--- config.mk ---
export PLATFORM = sky130hd
export DESIGN_NAME = output_driver_protection_ctrl
export DESIGN_NICKNAME = d
export VERILOG_FILES = /design/src/prot_pkg.sv /design/src/output_driver_protection_ctrl.sv
export SDC_FILE = /design/constraint.sdc
export NUM_CORES = 1
export LEC_CHECK = 0
export ABC_AREA = 1
export BUFFER_PORTS_ARGS = -buffer_cell sky130_fd_sc_hd__buf_2
export CAP_MARGIN = 20
export CORE_ASPECT_RATIO = 1.2
export CORE_MARGIN = 4
export CORE_UTILIZATION = 50
export DETAILED_ROUTE_END_ITERATION = 10
export GPL_TIMING_DRIVEN = 0
export PLACE_DENSITY = 0.76
export SETUP_SLACK_MARGIN = 0.15
export SYNTH_ARGS = -nofsm -noshare
export SYNTH_HDL_FRONTEND = slang
export SYNTH_SLANG_ARGS = --single-unit
--- constraint.sdc ---
create_clock -name i_clk -period 1.3 [get_ports i_clk]
set_input_delay 0.195 -clock i_clk [delete_from_list [all_inputs] [get_ports i_clk]]
set_output_delay 0.195 -clock i_clk [all_outputs]
set_load 0.005 [all_outputs]
--- src/prot_pkg.sv ---
// constants and types for the output driver protection controller
package prot_pkg;

    // register bus geometry
    localparam int DW = 16;
    localparam int AW = 4;

    // driver indices: 0..3 small high-sides, 4 strong, 5..6 relays
    localparam int NDRV       = 7;
    localparam int NHS        = 5;
    localparam int THIRD_IDX  = 2;
    localparam int STRONG_IDX = 4;
    localparam int CNT_W      = 4;

    // serial frame length that a command must have
    localparam logic [5:0] FRAME_BITS = 6'h18;

    // register offsets
    localparam logic [AW-1:0] OFF_CTRL_OUT = 4'h0;
    localparam logic [AW-1:0] OFF_CTRL4    = 4'h1;
    localparam logic [AW-1:0] OFF_OVLD     = 4'h2;
    localparam logic [AW-1:0] OFF_OPEN     = 4'h3;
    localparam logic [AW-1:0] OFF_SUPPLY   = 4'h4;
    localparam logic [AW-1:0] OFF_DIAG     = 4'h5;
    localparam logic [AW-1:0] OFF_COUNT    = 4'h6;
    localparam logic [AW-1:0] OFF_WAKE     = 4'h7;

    // field positions
    localparam int CTRL4_VLOCK_POS    = 0;
    localparam int CTRL4_AUTOREC_POS  = 1;
    localparam int CTRL4_RELSF_POS    = 2;
    localparam int CTRL4_OUT3FSO_POS  = 3;
    localparam int SUP_OV_POS         = 0;
    localparam int SUP_UV_POS         = 1;
    localparam int DIAG_CHIPRST_POS   = 0;
    localparam int DIAG_SPIERR_POS    = 1;
    localparam int DIAG_THERM_POS     = 2;
    localparam int COUNT_WD_POS       = 4;

    // values after reset and the counter saturation limit
    localparam logic [NDRV-1:0] CTRL_OUT_RST = 7'h00;
    localparam logic [3:0]      CTRL4_RST    = 4'h0;
    localparam logic [CNT_W-1:0] CNT_MAX     = 4'hF;

    typedef enum logic [1:0] {
        TH_NORMAL,
        TH_WARN,
        TH_SD1,
        TH_SD2
    } therm_t;

    typedef struct packed {
        logic third_highside_output_fso;
        logic relay_sf_en;
        logic auto_rec;
        logic vlockout;
    } ctrl4_t;

    typedef struct packed {
        logic            wr;
        logic            rd;
        logic [AW-1:0]   addr;
        logic [DW-1:0]   wdata;
        logic [5:0]      bits;
    } bus_req_t;

    typedef struct packed {
        logic            ov;
        logic            uv;
        logic            tw;
        logic            thermal_shutdown_level_one;
        logic            thermal_shutdown_level_two;
        logic            failsafe;
        logic [NDRV-1:0] oc;
        logic [NHS-1:0]  ol;
    } fault_t;

endpackage : prot_pkg

--- src/output_driver_protection_ctrl.sv ---
// protection, diagnosis and switch-off control of the output drivers
`timescale 1ns/1ps

module output_driver_protection_ctrl (
    input  wire logic                          i_clk,
    input  wire logic                          i_srst,
    input  wire logic                          i_ce,
    input  wire prot_pkg::bus_req_t            i_bus,
    output logic [prot_pkg::DW-1:0]            o_rdata,
    input  wire prot_pkg::fault_t              i_fault_pin,
    input  wire logic                          i_standby,
    input  wire logic [prot_pkg::NDRV-1:0]     i_wake_evt,
    input  wire logic                          i_v1_restart_fail,
    input  wire logic                          i_wd_fail,
    input  wire logic                          i_wd_ok,
    output logic [prot_pkg::NDRV-1:0]          o_drv_on,
    output logic [1:0]                         o_therm_state
);

    // sticky flag update, a new event beats a clear
    function automatic logic [prot_pkg::NDRV-1:0] sticky(
        input logic [prot_pkg::NDRV-1:0] old_v,
        input logic [prot_pkg::NDRV-1:0] set_v,
        input logic [prot_pkg::NDRV-1:0] clr_v
    );
        sticky = (old_v & ~clr_v) | set_v;
    endfunction : sticky

    // saturating counter step
    function automatic logic [prot_pkg::CNT_W-1:0] sat_inc(
        input logic [prot_pkg::CNT_W-1:0] v
    );
        if (v == prot_pkg::CNT_MAX) begin
            sat_inc = v;
        end else begin
            sat_inc = v + 4'h1;
        end
    endfunction : sat_inc

    prot_pkg::fault_t                 meta_r;
    prot_pkg::fault_t                 flt_r;
    logic [prot_pkg::NDRV-1:0]        ctrl_out_r;
    prot_pkg::ctrl4_t                 ctrl4_r;
    prot_pkg::therm_t                 therm_r;
    prot_pkg::therm_t                 saved_r;
    prot_pkg::therm_t                 therm_live;
    logic                             stby_d_r;
    logic                             ov_r;
    logic                             uv_r;
    logic [prot_pkg::NDRV-1:0]        ovld_r;
    logic [prot_pkg::NDRV-1:0]        open_r;
    logic [prot_pkg::NDRV-1:0]        wake_r;
    logic                             chip_rst_r;
    logic                             spi_err_r;
    logic [prot_pkg::CNT_W-1:0]       v1_cnt_r;
    logic [prot_pkg::CNT_W-1:0]       wd_cnt_r;

    logic                             frame_ok;
    logic                             wr_ok;
    logic                             rd_ok;
    logic [prot_pkg::NDRV-1:0]        wr_bits;
    logic                             therm_off;
    logic                             sup_fault;
    logic                             sup_block;
    logic [prot_pkg::NDRV-1:0]        therm_exempt;
    logic [prot_pkg::NDRV-1:0]        fs_keep;
    logic [prot_pkg::NDRV-1:0]        rec_mask;
    logic [prot_pkg::NDRV-1:0]        sup_off;
    logic [prot_pkg::NDRV-1:0]        ovld_set;
    logic [prot_pkg::NDRV-1:0]        hard_off;
    logic [prot_pkg::NDRV-1:0]        ovld_view;
    logic [prot_pkg::DW-1:0]          rd_val;

    // two-flop capture of the analog comparator levels
    always_ff @(posedge i_clk) begin
        if (i_srst) begin
            meta_r <= '0;
            flt_r  <= '0;
        end else if (i_ce) begin
            meta_r <= i_fault_pin;
            flt_r  <= meta_r;
        end
    end

    // frame length gate on every access
    always_comb begin
        frame_ok = (i_bus.bits == prot_pkg::FRAME_BITS);
        wr_ok    = i_bus.wr & frame_ok;
        rd_ok    = i_bus.rd & frame_ok;
        wr_bits  = i_bus.wdata[prot_pkg::NDRV-1:0];
    end

    // protection terms
    always_comb begin
        therm_exempt = '0;
        fs_keep      = '0;
        rec_mask     = '0;
        therm_exempt[prot_pkg::THIRD_IDX] = ctrl4_r.third_highside_output_fso;
        fs_keep[prot_pkg::THIRD_IDX]      = ~ctrl4_r.third_highside_output_fso;
        rec_mask[prot_pkg::STRONG_IDX]    = ctrl4_r.auto_rec;
        therm_off = (therm_r == prot_pkg::TH_SD1)
                  | (therm_r == prot_pkg::TH_SD2);
        sup_fault = flt_r.ov | flt_r.uv;
        if (ctrl4_r.vlockout) begin
            sup_block = sup_fault | ov_r | uv_r;
        end else begin
            sup_block = sup_fault;
        end
        sup_off = {{2{sup_block & ctrl4_r.relay_sf_en}},
                   {prot_pkg::NHS{sup_block}}};
        ovld_set = (flt_r.oc | {prot_pkg::NDRV{therm_r == prot_pkg::TH_SD1}})
                 & ~therm_exempt & ~rec_mask;
        hard_off = ovld_r
                 | ({prot_pkg::NDRV{therm_off}} & ~therm_exempt)
                 | sup_off
                 | flt_r.oc
                 | ({prot_pkg::NDRV{flt_r.failsafe}} & ~fs_keep);
    end

    // thermal level from the comparators
    always_comb begin
        if (flt_r.thermal_shutdown_level_two) begin
            therm_live = prot_pkg::TH_SD2;
        end else if (flt_r.thermal_shutdown_level_one) begin
            therm_live = prot_pkg::TH_SD1;
        end else if (flt_r.tw) begin
            therm_live = prot_pkg::TH_WARN;
        end else begin
            therm_live = prot_pkg::TH_NORMAL;
        end
    end

    // thermal state with standby save and restore, a saved level two comes back as level one
    always_ff @(posedge i_clk) begin
        if (i_srst) begin
            therm_r  <= prot_pkg::TH_NORMAL;
            saved_r  <= prot_pkg::TH_NORMAL;
            stby_d_r <= 1'b0;
        end else if (i_ce) begin
            stby_d_r <= i_standby;
            if (i_standby & ~stby_d_r) begin
                saved_r <= therm_r;
            end
            if (i_standby) begin
                therm_r <= therm_r;
            end else if (stby_d_r) begin
                unique case (saved_r)
                    prot_pkg::TH_SD2: therm_r <= prot_pkg::TH_SD1;
                    prot_pkg::TH_SD1: therm_r <= prot_pkg::TH_SD1;
                    prot_pkg::TH_WARN: therm_r <= prot_pkg::TH_WARN;
                    prot_pkg::TH_NORMAL: therm_r <= prot_pkg::TH_NORMAL;
                endcase
            end else begin
                therm_r <= therm_live;
            end
        end
    end

    // driver enable bits, fail-safe returns them to default, the THIRD_IDX bit only when third_highside_output_fso is set
    always_ff @(posedge i_clk) begin
        if (i_srst) begin
            ctrl_out_r <= prot_pkg::CTRL_OUT_RST;
        end else if (i_ce) begin
            if (flt_r.failsafe) begin
                ctrl_out_r <= (ctrl_out_r & fs_keep)
                            | (prot_pkg::CTRL_OUT_RST & ~fs_keep);
            end else if (wr_ok && i_bus.addr == prot_pkg::OFF_CTRL_OUT) begin
                ctrl_out_r <= wr_bits;
            end
        end
    end

    // option bits
    always_ff @(posedge i_clk) begin
        if (i_srst) begin
            ctrl4_r <= prot_pkg::CTRL4_RST;
        end else if (i_ce) begin
            if (wr_ok && i_bus.addr == prot_pkg::OFF_CTRL4) begin
                ctrl4_r <= i_bus.wdata[3:0];
            end
        end
    end

    // supply fault flags, read clears, auto clear without lockout
    always_ff @(posedge i_clk) begin
        if (i_srst) begin
            ov_r <= 1'b0;
            uv_r <= 1'b0;
        end else if (i_ce) begin
            if (flt_r.ov) begin
                ov_r <= 1'b1;
            end else if ((rd_ok && i_bus.addr == prot_pkg::OFF_SUPPLY)
                         || !ctrl4_r.vlockout) begin
                ov_r <= 1'b0;
            end
            if (flt_r.uv) begin
                uv_r <= 1'b1;
            end else if ((rd_ok && i_bus.addr == prot_pkg::OFF_SUPPLY)
                         || !ctrl4_r.vlockout) begin
                uv_r <= 1'b0;
            end
        end
    end

    // overload and open-load status, write one to clear
    always_ff @(posedge i_clk) begin
        if (i_srst) begin
            ovld_r <= '0;
            open_r <= '0;
        end else if (i_ce) begin
            ovld_r <= sticky(ovld_r, ovld_set,
                (wr_ok && i_bus.addr == prot_pkg::OFF_OVLD) ? wr_bits : '0);
            open_r <= sticky(open_r, {2'b00, flt_r.ol},
                (wr_ok && i_bus.addr == prot_pkg::OFF_OPEN) ? wr_bits : '0);
        end
    end

    // wake-up source record
    always_ff @(posedge i_clk) begin
        if (i_srst) begin
            wake_r <= '0;
        end else if (i_ce) begin
            wake_r <= sticky(wake_r, i_wake_evt,
                (wr_ok && i_bus.addr == prot_pkg::OFF_WAKE) ? wr_bits : '0);
        end
    end

    // chip reset and serial error flags
    always_ff @(posedge i_clk) begin
        if (i_srst) begin
            chip_rst_r <= 1'b1;
            spi_err_r  <= 1'b0;
        end else if (i_ce) begin
            if (wr_ok && i_bus.addr == prot_pkg::OFF_DIAG
                && i_bus.wdata[prot_pkg::DIAG_CHIPRST_POS]) begin
                chip_rst_r <= 1'b0;
            end
            if ((i_bus.wr | i_bus.rd) & ~frame_ok) begin
                spi_err_r <= 1'b1;
            end else if (wr_ok && i_bus.addr == prot_pkg::OFF_DIAG
                         && i_bus.wdata[prot_pkg::DIAG_SPIERR_POS]) begin
                spi_err_r <= 1'b0;
            end
        end
    end

    // restart failure and watchdog failure counters
    always_ff @(posedge i_clk) begin
        if (i_srst) begin
            v1_cnt_r <= '0;
            wd_cnt_r <= '0;
        end else if (i_ce) begin
            if (i_v1_restart_fail) begin
                v1_cnt_r <= sat_inc(v1_cnt_r);
            end else if (wr_ok && i_bus.addr == prot_pkg::OFF_COUNT) begin
                v1_cnt_r <= '0;
            end
            if (i_wd_fail) begin
                wd_cnt_r <= sat_inc(wd_cnt_r);
            end else if (i_wd_ok
                         || (wr_ok && i_bus.addr == prot_pkg::OFF_COUNT)) begin
                wd_cnt_r <= '0;
            end
        end
    end

    // read mux
    always_comb begin
        ovld_view = ovld_r & ~rec_mask;
        rd_val    = '0;
        unique case (i_bus.addr)
            prot_pkg::OFF_CTRL_OUT: rd_val[prot_pkg::NDRV-1:0] = ctrl_out_r;
            prot_pkg::OFF_CTRL4:    rd_val[3:0] = ctrl4_r;
            prot_pkg::OFF_OVLD:     rd_val[prot_pkg::NDRV-1:0] = ovld_view;
            prot_pkg::OFF_OPEN:     rd_val[prot_pkg::NDRV-1:0] = open_r;
            prot_pkg::OFF_SUPPLY: begin
                rd_val[prot_pkg::SUP_OV_POS] = ov_r;
                rd_val[prot_pkg::SUP_UV_POS] = uv_r;
            end
            prot_pkg::OFF_DIAG: begin
                rd_val[prot_pkg::DIAG_CHIPRST_POS] = chip_rst_r;
                rd_val[prot_pkg::DIAG_SPIERR_POS]  = spi_err_r;
                rd_val[prot_pkg::DIAG_THERM_POS +: 2] = therm_r;
            end
            prot_pkg::OFF_COUNT: begin
                rd_val[prot_pkg::CNT_W-1:0] = v1_cnt_r;
                rd_val[prot_pkg::COUNT_WD_POS +: prot_pkg::CNT_W] = wd_cnt_r;
            end
            prot_pkg::OFF_WAKE:     rd_val[prot_pkg::NDRV-1:0] = wake_r;
            default:                rd_val = '0;
        endcase
    end

    // registered read data, valid only the cycle after a read
    always_ff @(posedge i_clk) begin
        if (i_srst) begin
            o_rdata <= '0;
        end else if (i_ce) begin
            o_rdata <= rd_ok ? rd_val : '0;
        end
    end

    // driver gates and thermal state output
    always_ff @(posedge i_clk) begin
        if (i_srst) begin
            o_drv_on      <= '0;
            o_therm_state <= 2'b00;
        end else if (i_ce) begin
            o_drv_on      <= ctrl_out_r & ~hard_off;
            o_therm_state <= therm_r;
        end
    end

endmodule : output_driver_protection_ctrl

==> metrics.csv, run 1 <==
stage,metric,value,unit
status,status,finished with violations,
status,violations,setup timing,
synth,yosys-top-cells-area,"dfxtp_1 45%, nand2_1 11%, nor2_1 9.3%",
placement,place.gp.congestion,0.930,
clock_network,cts_buffers,9,
power_and_ir_drop,p_per_area,1090,nW/µm²
floorplanning,rows,38,
global_routing,gr-usage-all-layers,26.6,%
synth,syn_inst,651,
worst_setup_path,cp_top_family,simple AND/OR/NAND/NOR gates,
layout,fin_area,5520,µm²
sta,min_period,1360,ps
worst_setup_path,crit_buf_inv,1,
worst_setup_path,rr_startpoint,v1_cnt_r[1],
drt,ant_nets,0,
synth,synthTopCellsByCount,"133 x nand2_1, 114 x nor2_1, 102 x dfxtp_1",
sta,hold_viol,0,
sta,worstMarginPinSlew,651,ps
sta,setup_viol,4,
layout,n_antenna_cell,0,
worst_setup_path,crit_type,flop to flop,
layout,multi_input_area,2380,µm²
power_and_ir_drop,max-vdd-ir-drop,0.698,mV
sta,rsz0062_at_grt,yes,
synth,ys.flop_type,dfxtp_1,
power_and_ir_drop,power_frac_seq,56.0,%
power_and_ir_drop,switchingPower,0.00162,W
layout,syn2layout_area_growth,20.4,%
synth,synth_warnings,0,
worst_setup_path,cp_max_fo,3,
placement,hpwl,10400,µm
drt,drc,0,
worst_setup_path,r2r_slack,-60,ps
global_routing,grt_start_max_net_pins,16,
sta,setup_slack,-58.9,ps
sta,worst_clock_skew,6.65,ps
worst_hold_path,hold_start,i_fault_pin[7],
drt,via_count,4605,
clock_network,path_clk_slew,90,ps
synth,synth.cell_area,4580,µm²
worst_setup_path,reg2reg_to,v1_cnt_r[2],
worst_setup_path,critical_path.cell_chain,ha_4 -> nand3_2 -> nor2_2 -> nor2_2 -> nand3_2 -> buf_4 -> nand3_1 -> a21oi_1,
sta,fin_tns_setup,-157,ps
clock_network,cts_tree,done,
global_routing,overflow,0,
floorplanning,ios,85,
worst_setup_path,cp-end-kind,flop,
global_routing,grt_pass1_wl,22000,µm
clock_network,clock_sinks,102,
drt,routed_wirelength,13800,µm
synth,avgSynthCellArea,7.04,µm²
synth,ys_ff_latch,102,
sta,slew_headroom,56.6,%
synth,ys_types,33,
power_and_ir_drop,pwr-share-comb,12.2,%
floorplanning,die_area,10800,µm²
synth,synth.most_common_cell,nand2_1,
power_and_ir_drop,cell_internal_pwr,0.00439,W
global_routing,grt_pass1_vias,4479,
placement,port_buffers,65,
power_and_ir_drop,pwr-share-clk,31.8,%
synth,synth-seq-area-share,44.6,%
sta,slew_violations,0,
worst_hold_path,hold_class,primary input to flop,
floorplanning,initial_utilization,51.0,%
global_routing,grt_antenna_before_repair,0,
layout,drive_above_1_share,22.9,%
clock_network,cts_root_buf,clkbuf_8,
power_and_ir_drop,p_leak,2.39,nW
layout,regArea,2060,µm²
sta,finalCritPeriodShare,105,%
drt,firstDrtPassIters,5,
clock_network,cts_hold_buf,0,
synth,async_flop_share,0,%
worst_setup_path,slowest_delay,370,ps
synth,synth_area_leader_cell,dfxtp_1,
placement,postPlaceCellArea,5100,µm²
layout,nFillCells,861,
clock_network,clk_path_buf_depth,2,
worst_setup_path,critical_path_required,1550,ps
drt,initialDrtViolationCount,226,
worst_hold_path,min_to,meta_r[7],
drt,viasPerCell,5.31,
sta,max_freq,736,MHz
worst_setup_path,worstPathArrival,1610,ps
worst_setup_path,cp_slowest_cell,dfxtp_4,
floorplanning,die_h,113,µm
power_and_ir_drop,switching_share,27.0,%
worst_setup_path,start_kind,flop,
layout,finalNetCount,807,
floorplanning,die_w,95.4,µm
clock_network,cts_htree_levels,3,
clock_network,clkLatencyLatePin,370,ps
sta,hold_ws,41.7,ps
synth,synth_edf_count,0,
floorplanning,coreArea,8990,µm²
drt,wl_per_cell,16.0,µm
worst_setup_path,worst-r2r-cell-count,8,
run,cap_violations,0,
worst_hold_path,hold-path-cell-count,3,
synth,synth_top_area_share,44.6,%
==> worst reg2reg max path, cell delays in order, from the launching register on <==
cell	delay [ps]
dfxtp_4	370
ha_4	160
nand3_2	70
nor2_2	40
nor2_2	160
nand3_2	150
buf_4	170
nand3_1	60
a21oi_1	60
==> logic make-up (layout without fill, tap and decap cells) <==
group	Yosys count	count (layout)	synth area share [%]
other cells	1	8	0.0818
xor+xnor	3	3	0.573
compound gates	144	144	16.3
buf+inv	75	165	7.13
fa+ha+maj	2	2	0.546
flops	102	102	44.6
simple gates	324	324	30.8
==> repair_timing <==
| item | CTS | global route |
|---|---|---|
| pin swaps | 12 | 9 |
| setup endpoints to repair | 20 | 51 |
| gates cloned | 0 | 0 |
| buffers inserted | 8 | 3 |
| hold endpoints to repair | 0 | 0 |
| resized for setup | 26 | 31 |
==> per-layer routing <==
| metal | global-route usage, % | vias to the layer above | part of all wire (%) |
|---|---|---|---|
| met3 | 4.12 | 45 | 5.7 |
| met5 | 0 | - | 0 |
| met4 | 15.5 | 0 | 4.9 |
| li1 | - | 2312 | - |
| met1 | 30.4 | 2072 | 41 |
| met2 | 46.0 | 176 | 49 |
==> how the worst max path moves through the flow <==
stage                      from     endpoint  cells past startpoint
floorplan           v1_cnt_r[0]  v1_cnt_r[1]                      9
global placement           uv_r  o_drv_on[4]                      5
detailed placement         uv_r  o_drv_on[4]                      5
CTS                 v1_cnt_r[0]  v1_cnt_r[1]                      9
global route        v1_cnt_r[0]  v1_cnt_r[1]                      9
finish              v1_cnt_r[1]  v1_cnt_r[2]                      8
==> placed cells by master, fill, tap and decap left out, types with 2 or more instances in the layout <==
cell type    n
nand2_2     13
nand2_1    125
a21oi_1     54
nand3_2      2
inv_1       34
buf_6        3
nor2_1     107
dfxtp_2      5
nand4_1      5
buf_4       17
o21ai_0     73
o211ai_1     5
nand3_1     39
xor2_1       2
clkbuf_2     3
a21oi_2      4
ha_4         2
buf_2       74
clkbuf_1    14
nor2_4       5
clkbuf_8     9
dfxtp_4      4
dfxtp_1     93
nor3_1       7
conb_1       8
clkinv_2     3
nor4_1       2
o21ai_1      3
nor2_2      10
inv_2        5
nand3_4      2
==> state kept, by name, summed over array words and instances, names as in the netlist <==
signal         cells
therm_r            2
o_rdata            8
ctrl_out_r         7
o_therm_state      2
uv_r               1
chip_rst_r         1
o_drv_on           7
v1_cnt_r           4
meta_r            18
ctrl4_r            4
spi_err_r          1
flt_r             18
wd_cnt_r           4
wake_r             7
saved_r            2
ov_r               1
stby_d_r           1
open_r             7
ovld_r             7
==> metrics by stage <==
stage | util, % | instances | worst slack, ps | power (W)
4_1_cts | 60.3 | 865 | 5.71 | 0.00602
6_report | 61.4 | 868 | -58.9 | 0.00602
5_1_grt | 61.4 | 868 | -125 | 0.00627
3_5_place_dp | 56.8 | 843 | -410 | 0.00410
2_1_floorplan | - | 658 | 97.9 | 0.00383
3_3_place_gp | 56.8 | 843 | -330 | 0.00408
==> final cells by class <==
type	instances	area share [%]
Buffer	35	3.27
Clock buffer	9	2.24
Clock inverter	5	0.952
Inverter	40	2.77
Multi-Input combinational cell	481	43.1
Sequential cell	102	37.4
Tap cell	120	2.72
Timing Repair Buffer	76	7.60
==> power groups by stage <==
stage | registers, W | logic (W) | clock network, W
after global routing | 0.00339 | 0.000829 | 0.00205
after global placement | 0.00343 | 0.000646 | 0
after floorplan | 0.00341 | 0.000420 | 0
final | 0.00337 | 0.000737 | 0.00191
after CTS | 0.00336 | 0.000713 | 0.00194
after detailed placement | 0.00344 | 0.000662 | 0
Power figures use the tool's default switching activity.
==> run 2: changes to the inputs <==
--- a/config.mk
+++ b/config.mk
@@ -6,14 +6,14 @@
 export NUM_CORES = 1
 export LEC_CHECK = 0
 export ABC_AREA = 1
-export BUFFER_PORTS_ARGS = -buffer_cell sky130_fd_sc_hd__buf_2
 export CAP_MARGIN = 20
 export CORE_ASPECT_RATIO = 1.2
 export CORE_MARGIN = 4
 export CORE_UTILIZATION = 50
 export DETAILED_ROUTE_END_ITERATION = 10
+export DONT_BUFFER_PORTS = 1
 export GPL_TIMING_DRIVEN = 0
-export PLACE_DENSITY = 0.76
+export PLACE_DENSITY = 0.68
 export SETUP_SLACK_MARGIN = 0.15
 export SYNTH_ARGS = -nofsm -noshare
 export SYNTH_HDL_FRONTEND = slang
==> run 2 against run 1 <==
Effect of this change:
- combinational power shrank 3.4%
- via count down 2.0%
- clock skew is 2.0 ps higher
- register-to-register slack improved by 50 ps
- maximum frequency rose by 3.5%
- the run still ends with setup timing left
- cell area shrank 0.27%
- first-iteration DRC count rose by 63%
- wire length up 2.8%
- sequential power barely moved
- clock power increased by 14%
==> metrics.csv, run 2 (synthesis gave the netlist of run 1 again) <==
stage,metric,value,unit,change
status,status,finished with violations,,
status,violations,setup timing,,
clock_network,clkLatencyLatePin,360,ps,about the same
power_and_ir_drop,p_leak,2.24,nW,-6.1%
sta,slew_violations,0,,unchanged
drt,ant_nets,0,,unchanged
clock_network,clock_sinks,102,,unchanged
sta,hold_viol,0,,unchanged
run,cap_violations,0,,unchanged
sta,worst_clock_skew,8.69,ps,+2.04 ps
floorplanning,ios,85,,unchanged
clock_network,cts_root_buf,clkbuf_8,,
worst_setup_path,endpoint,v1_cnt_r[1],,
sta,setup_viol,1,,-3
power_and_ir_drop,max-vdd-ir-drop,0.702,mV,+0.54%
sta,setup_slack,-12.7,ps,+46.1 ps
layout,finalNetCount,772,,-4.3%
worst_setup_path,worstSetupStartpoint,v1_cnt_r[0],,
worst_setup_path,reg2reg_to,v1_cnt_r[1],,
layout,reg_top3,"flt_r (18), meta_r (18), o_rdata (8)",,
worst_setup_path,r2r_slack,-10,ps,+50 ps
worst_setup_path,critical_path.cell_chain,ha_4 -> nand3_2 -> nor2_2 -> nor2_2 -> nand3_2 -> nand2_2 -> nand2_1 -> nand2_1 -> nor2_1,,
layout,final_cell_mix,"126 x nand2_1, 109 x nor2_1, 93 x dfxtp_1",,
floorplanning,initial_utilization,51.0,%,unchanged
floorplanning,die_h,113,µm,unchanged
drt,routed_wirelength,14200,µm,+2.8%
worst_setup_path,critical_path_required,1530,ps,-20 ps
worst_setup_path,crit_type,flop to flop,,
sta,finalCritPeriodShare,101,%,-3.5 points
placement,dp.cells,778,,-7.7%
global_routing,gr-usage-all-layers,27.7,%,+1.1 points
sta,worstMarginPinSlew,723,ps,+72.2 ps
placement,hpwl,10300,µm,-0.54%
global_routing,grt_pass1_wl,23000,µm,+4.9%
clock_network,cts_tree,done,,
placement,postPlaceCellArea,4780,µm²,-6.4%
power_and_ir_drop,p_per_area,1140,nW/µm²,+4.3%
global_routing,grt_start_max_net_pins,19,,+3
layout,fin_util,61.2,%,-0.17 points
clock_network,cts_buffers,9,,unchanged
worst_setup_path,crit_cells,9,,+1
layout,nFillCells,858,,-0.35%
clock_network,cts_htree_levels,3,,unchanged
sta,hold_ws,26.8,ps,-14.9 ps
layout,n_antenna_cell,0,,unchanged
layout,drive_above_1_share,14.0,%,-8.9 points
drt,wl_per_cell,17.0,µm,+6.9%
layout,fin_area,5500,µm²,-0.27%
drt,via_count,4515,,-2.0%
worst_setup_path,worst-r2r-cell-count,9,,+1
layout,multi_input_area,2350,µm²,-0.90%
clock_network,path_clk_slew,100,ps,about the same
layout,regArea,2060,µm²,-0.12%
worst_setup_path,cp_max_fo,4,,+1
placement,port_buffers,0,,-100%
worst_setup_path,slowest_delay,370,ps,about the same
placement,place.gp.congestion,0.910,,-2.2%
worst_setup_path,rr_startpoint,v1_cnt_r[0],,
sta,slew_headroom,51.8,%,-4.8 points
global_routing,overflow,0,,unchanged
layout,final_common_cell,nand2_1,,
layout,final_cells,835,,-3.8%
floorplanning,die_area,10800,µm²,unchanged
sta,fin_tns_setup,-12.7,ps,+144 ps
layout,syn2layout_area_growth,20.1,%,
sta,max_freq,762,MHz,+3.5%
drt,firstDrtPassIters,5,,unchanged
floorplanning,coreArea,8990,µm²,unchanged
worst_setup_path,cp-end-kind,flop,,
worst_setup_path,start_kind,flop,,
sta,rsz0062_at_grt,yes,,
clock_network,clk_path_buf_depth,2,,unchanged
drt,initialDrtViolationCount,368,,+63%
worst_setup_path,cp_slowest_cell,dfxtp_4,,
drt,viasPerCell,5.41,,+1.9%
sta,min_period,1310,ps,-46.1 ps
worst_setup_path,crit_buf_inv,0,,-1
floorplanning,rows,38,,unchanged
drt,drc,0,,unchanged
worst_setup_path,cp_top_family,simple AND/OR/NAND/NOR gates,,
worst_setup_path,worstPathArrival,1550,ps,-60 ps
floorplanning,die_w,95.4,µm,unchanged
global_routing,grt_pass1_vias,4631,,+3.4%
global_routing,grt_antenna_before_repair,0,,unchanged
worst_hold_path,hold_class,primary input to flop,,
## run 2: cell types whose count changed in the layout (fill, tap and decap cells not counted), moves of 2 or more
| cell | previous run | this run |
|---|---|---|
| clkinv_4 | 0 | 2 |
| nor2_1 | 107 | 109 |
| buf_2 | 74 | 9 |
| dlygate4sd3_1 | 0 | 32 |
| buf_6 | 3 | 1 |
| clkinv_2 | 3 | 0 |
| inv_6 | 0 | 2 |
## run 2: layout make-up
cell class | count | share of cell area [%]
Timing Repair Buffer | 41 | 7.12
Buffer | 35 | 3.25
Multi-Input combinational cell | 481 | 42.8
Tap cell | 120 | 2.73
Inverter | 40 | 2.77
Clock buffer | 10 | 2.50
Sequential cell | 102 | 37.4
Clock inverter | 6 | 1.39
## run 2: how the worst min path moves through the flow
stage,from,endpoint,slack (ps),depth (start not counted)
floorplan,i_fault_pin[6],meta_r[6],330,2
global placement,i_fault_pin[13],meta_r[13],330,2
detailed placement,i_fault_pin[8],meta_r[8],340,2
CTS,i_v1_restart_fail,v1_cnt_r[1],7,4
global route,i_standby,saved_r[1],30,2
finish,i_bus[25],o_rdata[0],30,3
## run 2: power breakdown
group,switching (W),internal (W)
combinational,0.000439,0.000273
sequential,0.000107,0.00327
clock,0.00119,0.000979
total,0.00174,0.00452
## run 2: per-stage QoR
step           total power (W)  setup slack (ps)
3_5_place_dp           0.00401              -411
2_1_floorplan          0.00383              97.9
4_1_cts                0.00627              18.1
3_3_place_gp           0.00400              -386
5_1_grt                0.00653              -120
6_report               0.00626             -12.7
## run 2: per-layer routing
layer  vias up  routed length (µm)  track usage [%]
met1      2086                5810             33.6
met4         0                 448             10.8
met3        34                 859             5.25
met5         -                   0                0
met2       158                7110             47.8
li1       2237                   -                -
## run 2: worst min-delay path, delay by kind of cell
kind | cells | cell delay (ps)
compound gates | 1 | 50
simple gates | 2 | 100
## run 2: timing repair
item | in CTS | in global routing
pin swaps | 13 | 8
setup buffers | 8 | 1
hold buffers | 32 | 0
gates resized for setup | 25 | 21
hold endpoints to repair | 35 | 0
setup endpoints to repair | 20 | 69
==> run 3: changes to the inputs <==
--- a/config.mk
+++ b/config.mk
@@ -9,11 +9,11 @@
 export CAP_MARGIN = 20
 export CORE_ASPECT_RATIO = 1.2
 export CORE_MARGIN = 4
-export CORE_UTILIZATION = 50
+export CORE_UTILIZATION = 45
 export DETAILED_ROUTE_END_ITERATION = 10
 export DONT_BUFFER_PORTS = 1
 export GPL_TIMING_DRIVEN = 0
-export PLACE_DENSITY = 0.68
+export RECOVER_POWER = 100
 export SETUP_SLACK_MARGIN = 0.15
 export SYNTH_ARGS = -nofsm -noshare
 export SYNTH_HDL_FRONTEND = slang
==> run 3 against run 2 <==
Effect of this change:
- the run now ends clean
- die area is 10% higher
- first-iteration DRC count is 29% lower
- cell count is 0.60% higher
- power is 12% higher
- sequential share of layout area is 0.73 points lower
- core utilization is 4.8 points lower
- hold slack worse by 24 ps
- worst setup slack better by 22 ps
- largest cell class unchanged
==> metrics.csv, run 3 (synthesis gave the netlist of run 1 again) <==
stage,metric,value,unit,change
sta,finalCritPeriodShare,99.3,%,-1.7 points
power_and_ir_drop,p_per_area,1250,nW/µm²,+9.6%
placement,port_buffers,0,,unchanged
sta,hold_ws,2.96,ps,-23.9 ps
sta,max_freq,775,MHz,+1.7%
placement,hpwl,10600,µm,+3.2%
global_routing,overflow,0,,unchanged
layout,final_common_cell,nand2_1,,
global_routing,grt_antenna_before_repair,0,,unchanged
sta,worst_clock_skew,4.45,ps,-4.24 ps
floorplanning,coreArea,9960,µm²,+11%
layout,final_cells,840,,+0.60%
sta,worstMarginPinSlew,720,ps,-3.76 ps
worst_setup_path,cp-end-kind,flop,,
drt,via_count,4499,,-0.35%
clock_network,path_clk_slew,70,ps,-30 ps
global_routing,grt_start_max_net_pins,17,,-2
worst_setup_path,critical_path.cell_chain,ha_4 -> nand3_2 -> nor2_2 -> nor2_2 -> nand3_2 -> nand2_4 -> nand2_1 -> nand2_1 -> nor2_1,,
sta,rsz0062_at_grt,yes,,
floorplanning,initial_utilization,46.0,%,-5.0 points
layout,finalNetCount,771,,-0.13%
worst_setup_path,crit_type,flop to flop,,
worst_setup_path,worstPathArrival,1500,ps,-50 ps
power_and_ir_drop,max-vdd-ir-drop,0.732,mV,+4.3%
sta,slew_headroom,52.0,%,+0.25 points
drt,firstDrtPassIters,5,,unchanged
drt,drc,0,,unchanged
clock_network,clkLatencyLatePin,340,ps,-20 ps
clock_network,cts_tree,done,,
power_and_ir_drop,p_leak,2.29,nW,+2.2%
global_routing,grt_pass1_wl,22600,µm,-1.9%
layout,reg_top3,"flt_r (18), meta_r (18), o_rdata (8)",,
clock_network,clk_path_buf_depth,2,,unchanged
status,status,finished clean,,
clock_network,clock_sinks,102,,unchanged
clock_network,cts_buffers,9,,unchanged
clock_network,cts_htree_levels,3,,unchanged
worst_setup_path,slowest_delay,360,ps,about the same
worst_setup_path,start_kind,flop,,
sta,hold_viol,0,,unchanged
placement,place.gp.congestion,0.961,,+5.6%
floorplanning,die_h,119,µm,+5.0%
drt,viasPerCell,5.36,,-0.95%
floorplanning,rows,40,,+5.3%
layout,drive_above_1_share,15.3,%,+1.3 points
placement,dp.cells,784,,+0.77%
layout,final_cell_mix,"127 x nand2_1, 107 x nor2_1, 91 x dfxtp_1",,
run,cap_violations,0,,unchanged
drt,routed_wirelength,14500,µm,+2.0%
global_routing,gr-usage-all-layers,24.4,%,-3.3 points
floorplanning,ios,85,,unchanged
layout,syn2layout_area_growth,22.7,%,
layout,fin_util,56.5,%,-4.8 points
sta,min_period,1290,ps,-21.7 ps
global_routing,grt_pass1_vias,4295,,-7.3%
clock_network,cts_root_buf,clkbuf_16,,
layout,nFillCells,982,,+14%
floorplanning,die_area,11900,µm²,+10%
worst_hold_path,hold_class,primary input to flop,,
drt,wl_per_cell,17.3,µm,+1.4%
worst_setup_path,critical_path_required,1510,ps,-20 ps
drt,ant_nets,0,,unchanged
sta,slew_violations,0,,unchanged
layout,n_antenna_cell,0,,unchanged
worst_setup_path,cp_max_fo,4,,unchanged
floorplanning,die_w,100,µm,+5.0%
sta,setup_viol,0,,-1
drt,initialDrtViolationCount,263,,-29%
worst_setup_path,cp_slowest_cell,dfxtp_4,,
-- run 3: cell types whose count changed in the layout (fill, tap and decap cells not counted), moves of 2 or more --
| cell | before | now |
|---|---|---|
| o21ai_2 | 0 | 2 |
| dfxtp_1 | 93 | 91 |
| buf_2 | 9 | 7 |
| clkinv_4 | 2 | 0 |
| nor2_2 | 9 | 11 |
| clkbuf_8 | 10 | 1 |
| clkbuf_2 | 2 | 4 |
| clkbuf_16 | 0 | 9 |
| dlygate4sd3_1 | 32 | 29 |
| nor2_1 | 109 | 107 |
| buf_4 | 17 | 21 |
| nand2_2 | 12 | 10 |
-- run 3: final cells by class --
| class | instances | area [µm²] | area share (%) |
|---|---|---|---|
| multi-input cells | 481 | 2370 | 42.1 |
| flip-flops and latches | 102 | 2070 | 36.7 |
| repair buffers | 40 | 373 | 6.63 |
| clock buffers | 11 | 243 | 4.31 |
| plain buffers | 35 | 183 | 3.25 |
| well taps | 126 | 158 | 2.80 |
| inverters | 40 | 155 | 2.76 |
| clock inverters | 5 | 81.3 | 1.45 |
-- run 3: timing repair --
item,in CTS,in global routing
hold buffers,28,1
setup buffers,10,1
hold endpoints to repair,30,1
gates resized for setup,28,32
setup endpoints to repair,21,75
pin swaps,15,16
-- run 3: metrics by stage --
stage / power, W / cell area, µm² / setup WS (ps) / setup TNS [ps]
final: 0.00701 / 5630 / 9.00 / 0
after global placement: 0.00400 / 4790 / -304 / -10310
after CTS: 0.00702 / 5540 / 31.3 / 0
after detailed placement: 0.00402 / 4790 / -284 / -10860
after global routing: 0.00729 / 5630 / -97.1 / -193
after floorplan: 0.00383 / 4630 / 97.9 / 0
-- run 3: worst max-delay path, delay by kind of cell, from the launching register on --
kind	cells	cell delay (ps)
AND/OR/NAND/NOR	8	650
flip-flops	1	360
adder cells (fa/ha/maj)	1	160
-- run 3: worst paths after layout --
check,start,endpoint,slack (ps),cells past startpoint
max,v1_cnt_r[0],v1_cnt_r[1],9,9
min reg2reg,saved_r[0],saved_r[0],450,2
min,i_wake_evt[0],wake_r[0],3,2
max reg2reg,v1_cnt_r[0],v1_cnt_r[1],9,9
-- run 3: power breakdown --
part	internal [W]	total, W	switching [W]
Combinational	0.000270	0.000713	0.000443
Clock	0.00174	0.00293	0.00118
Sequential	0.00327	0.00338	0.000106
-- run 3: per-layer routing --
layer | up-vias | wire [µm] | GRT usage (%)
li1 | 2246 | - | -
met1 | 2076 | 5880 | 29.8
met2 | 147 | 7210 | 41.3
met3 | 30 | 965 | 4.31
met4 | 0 | 460 | 10.7
met5 | - | 0 | 0
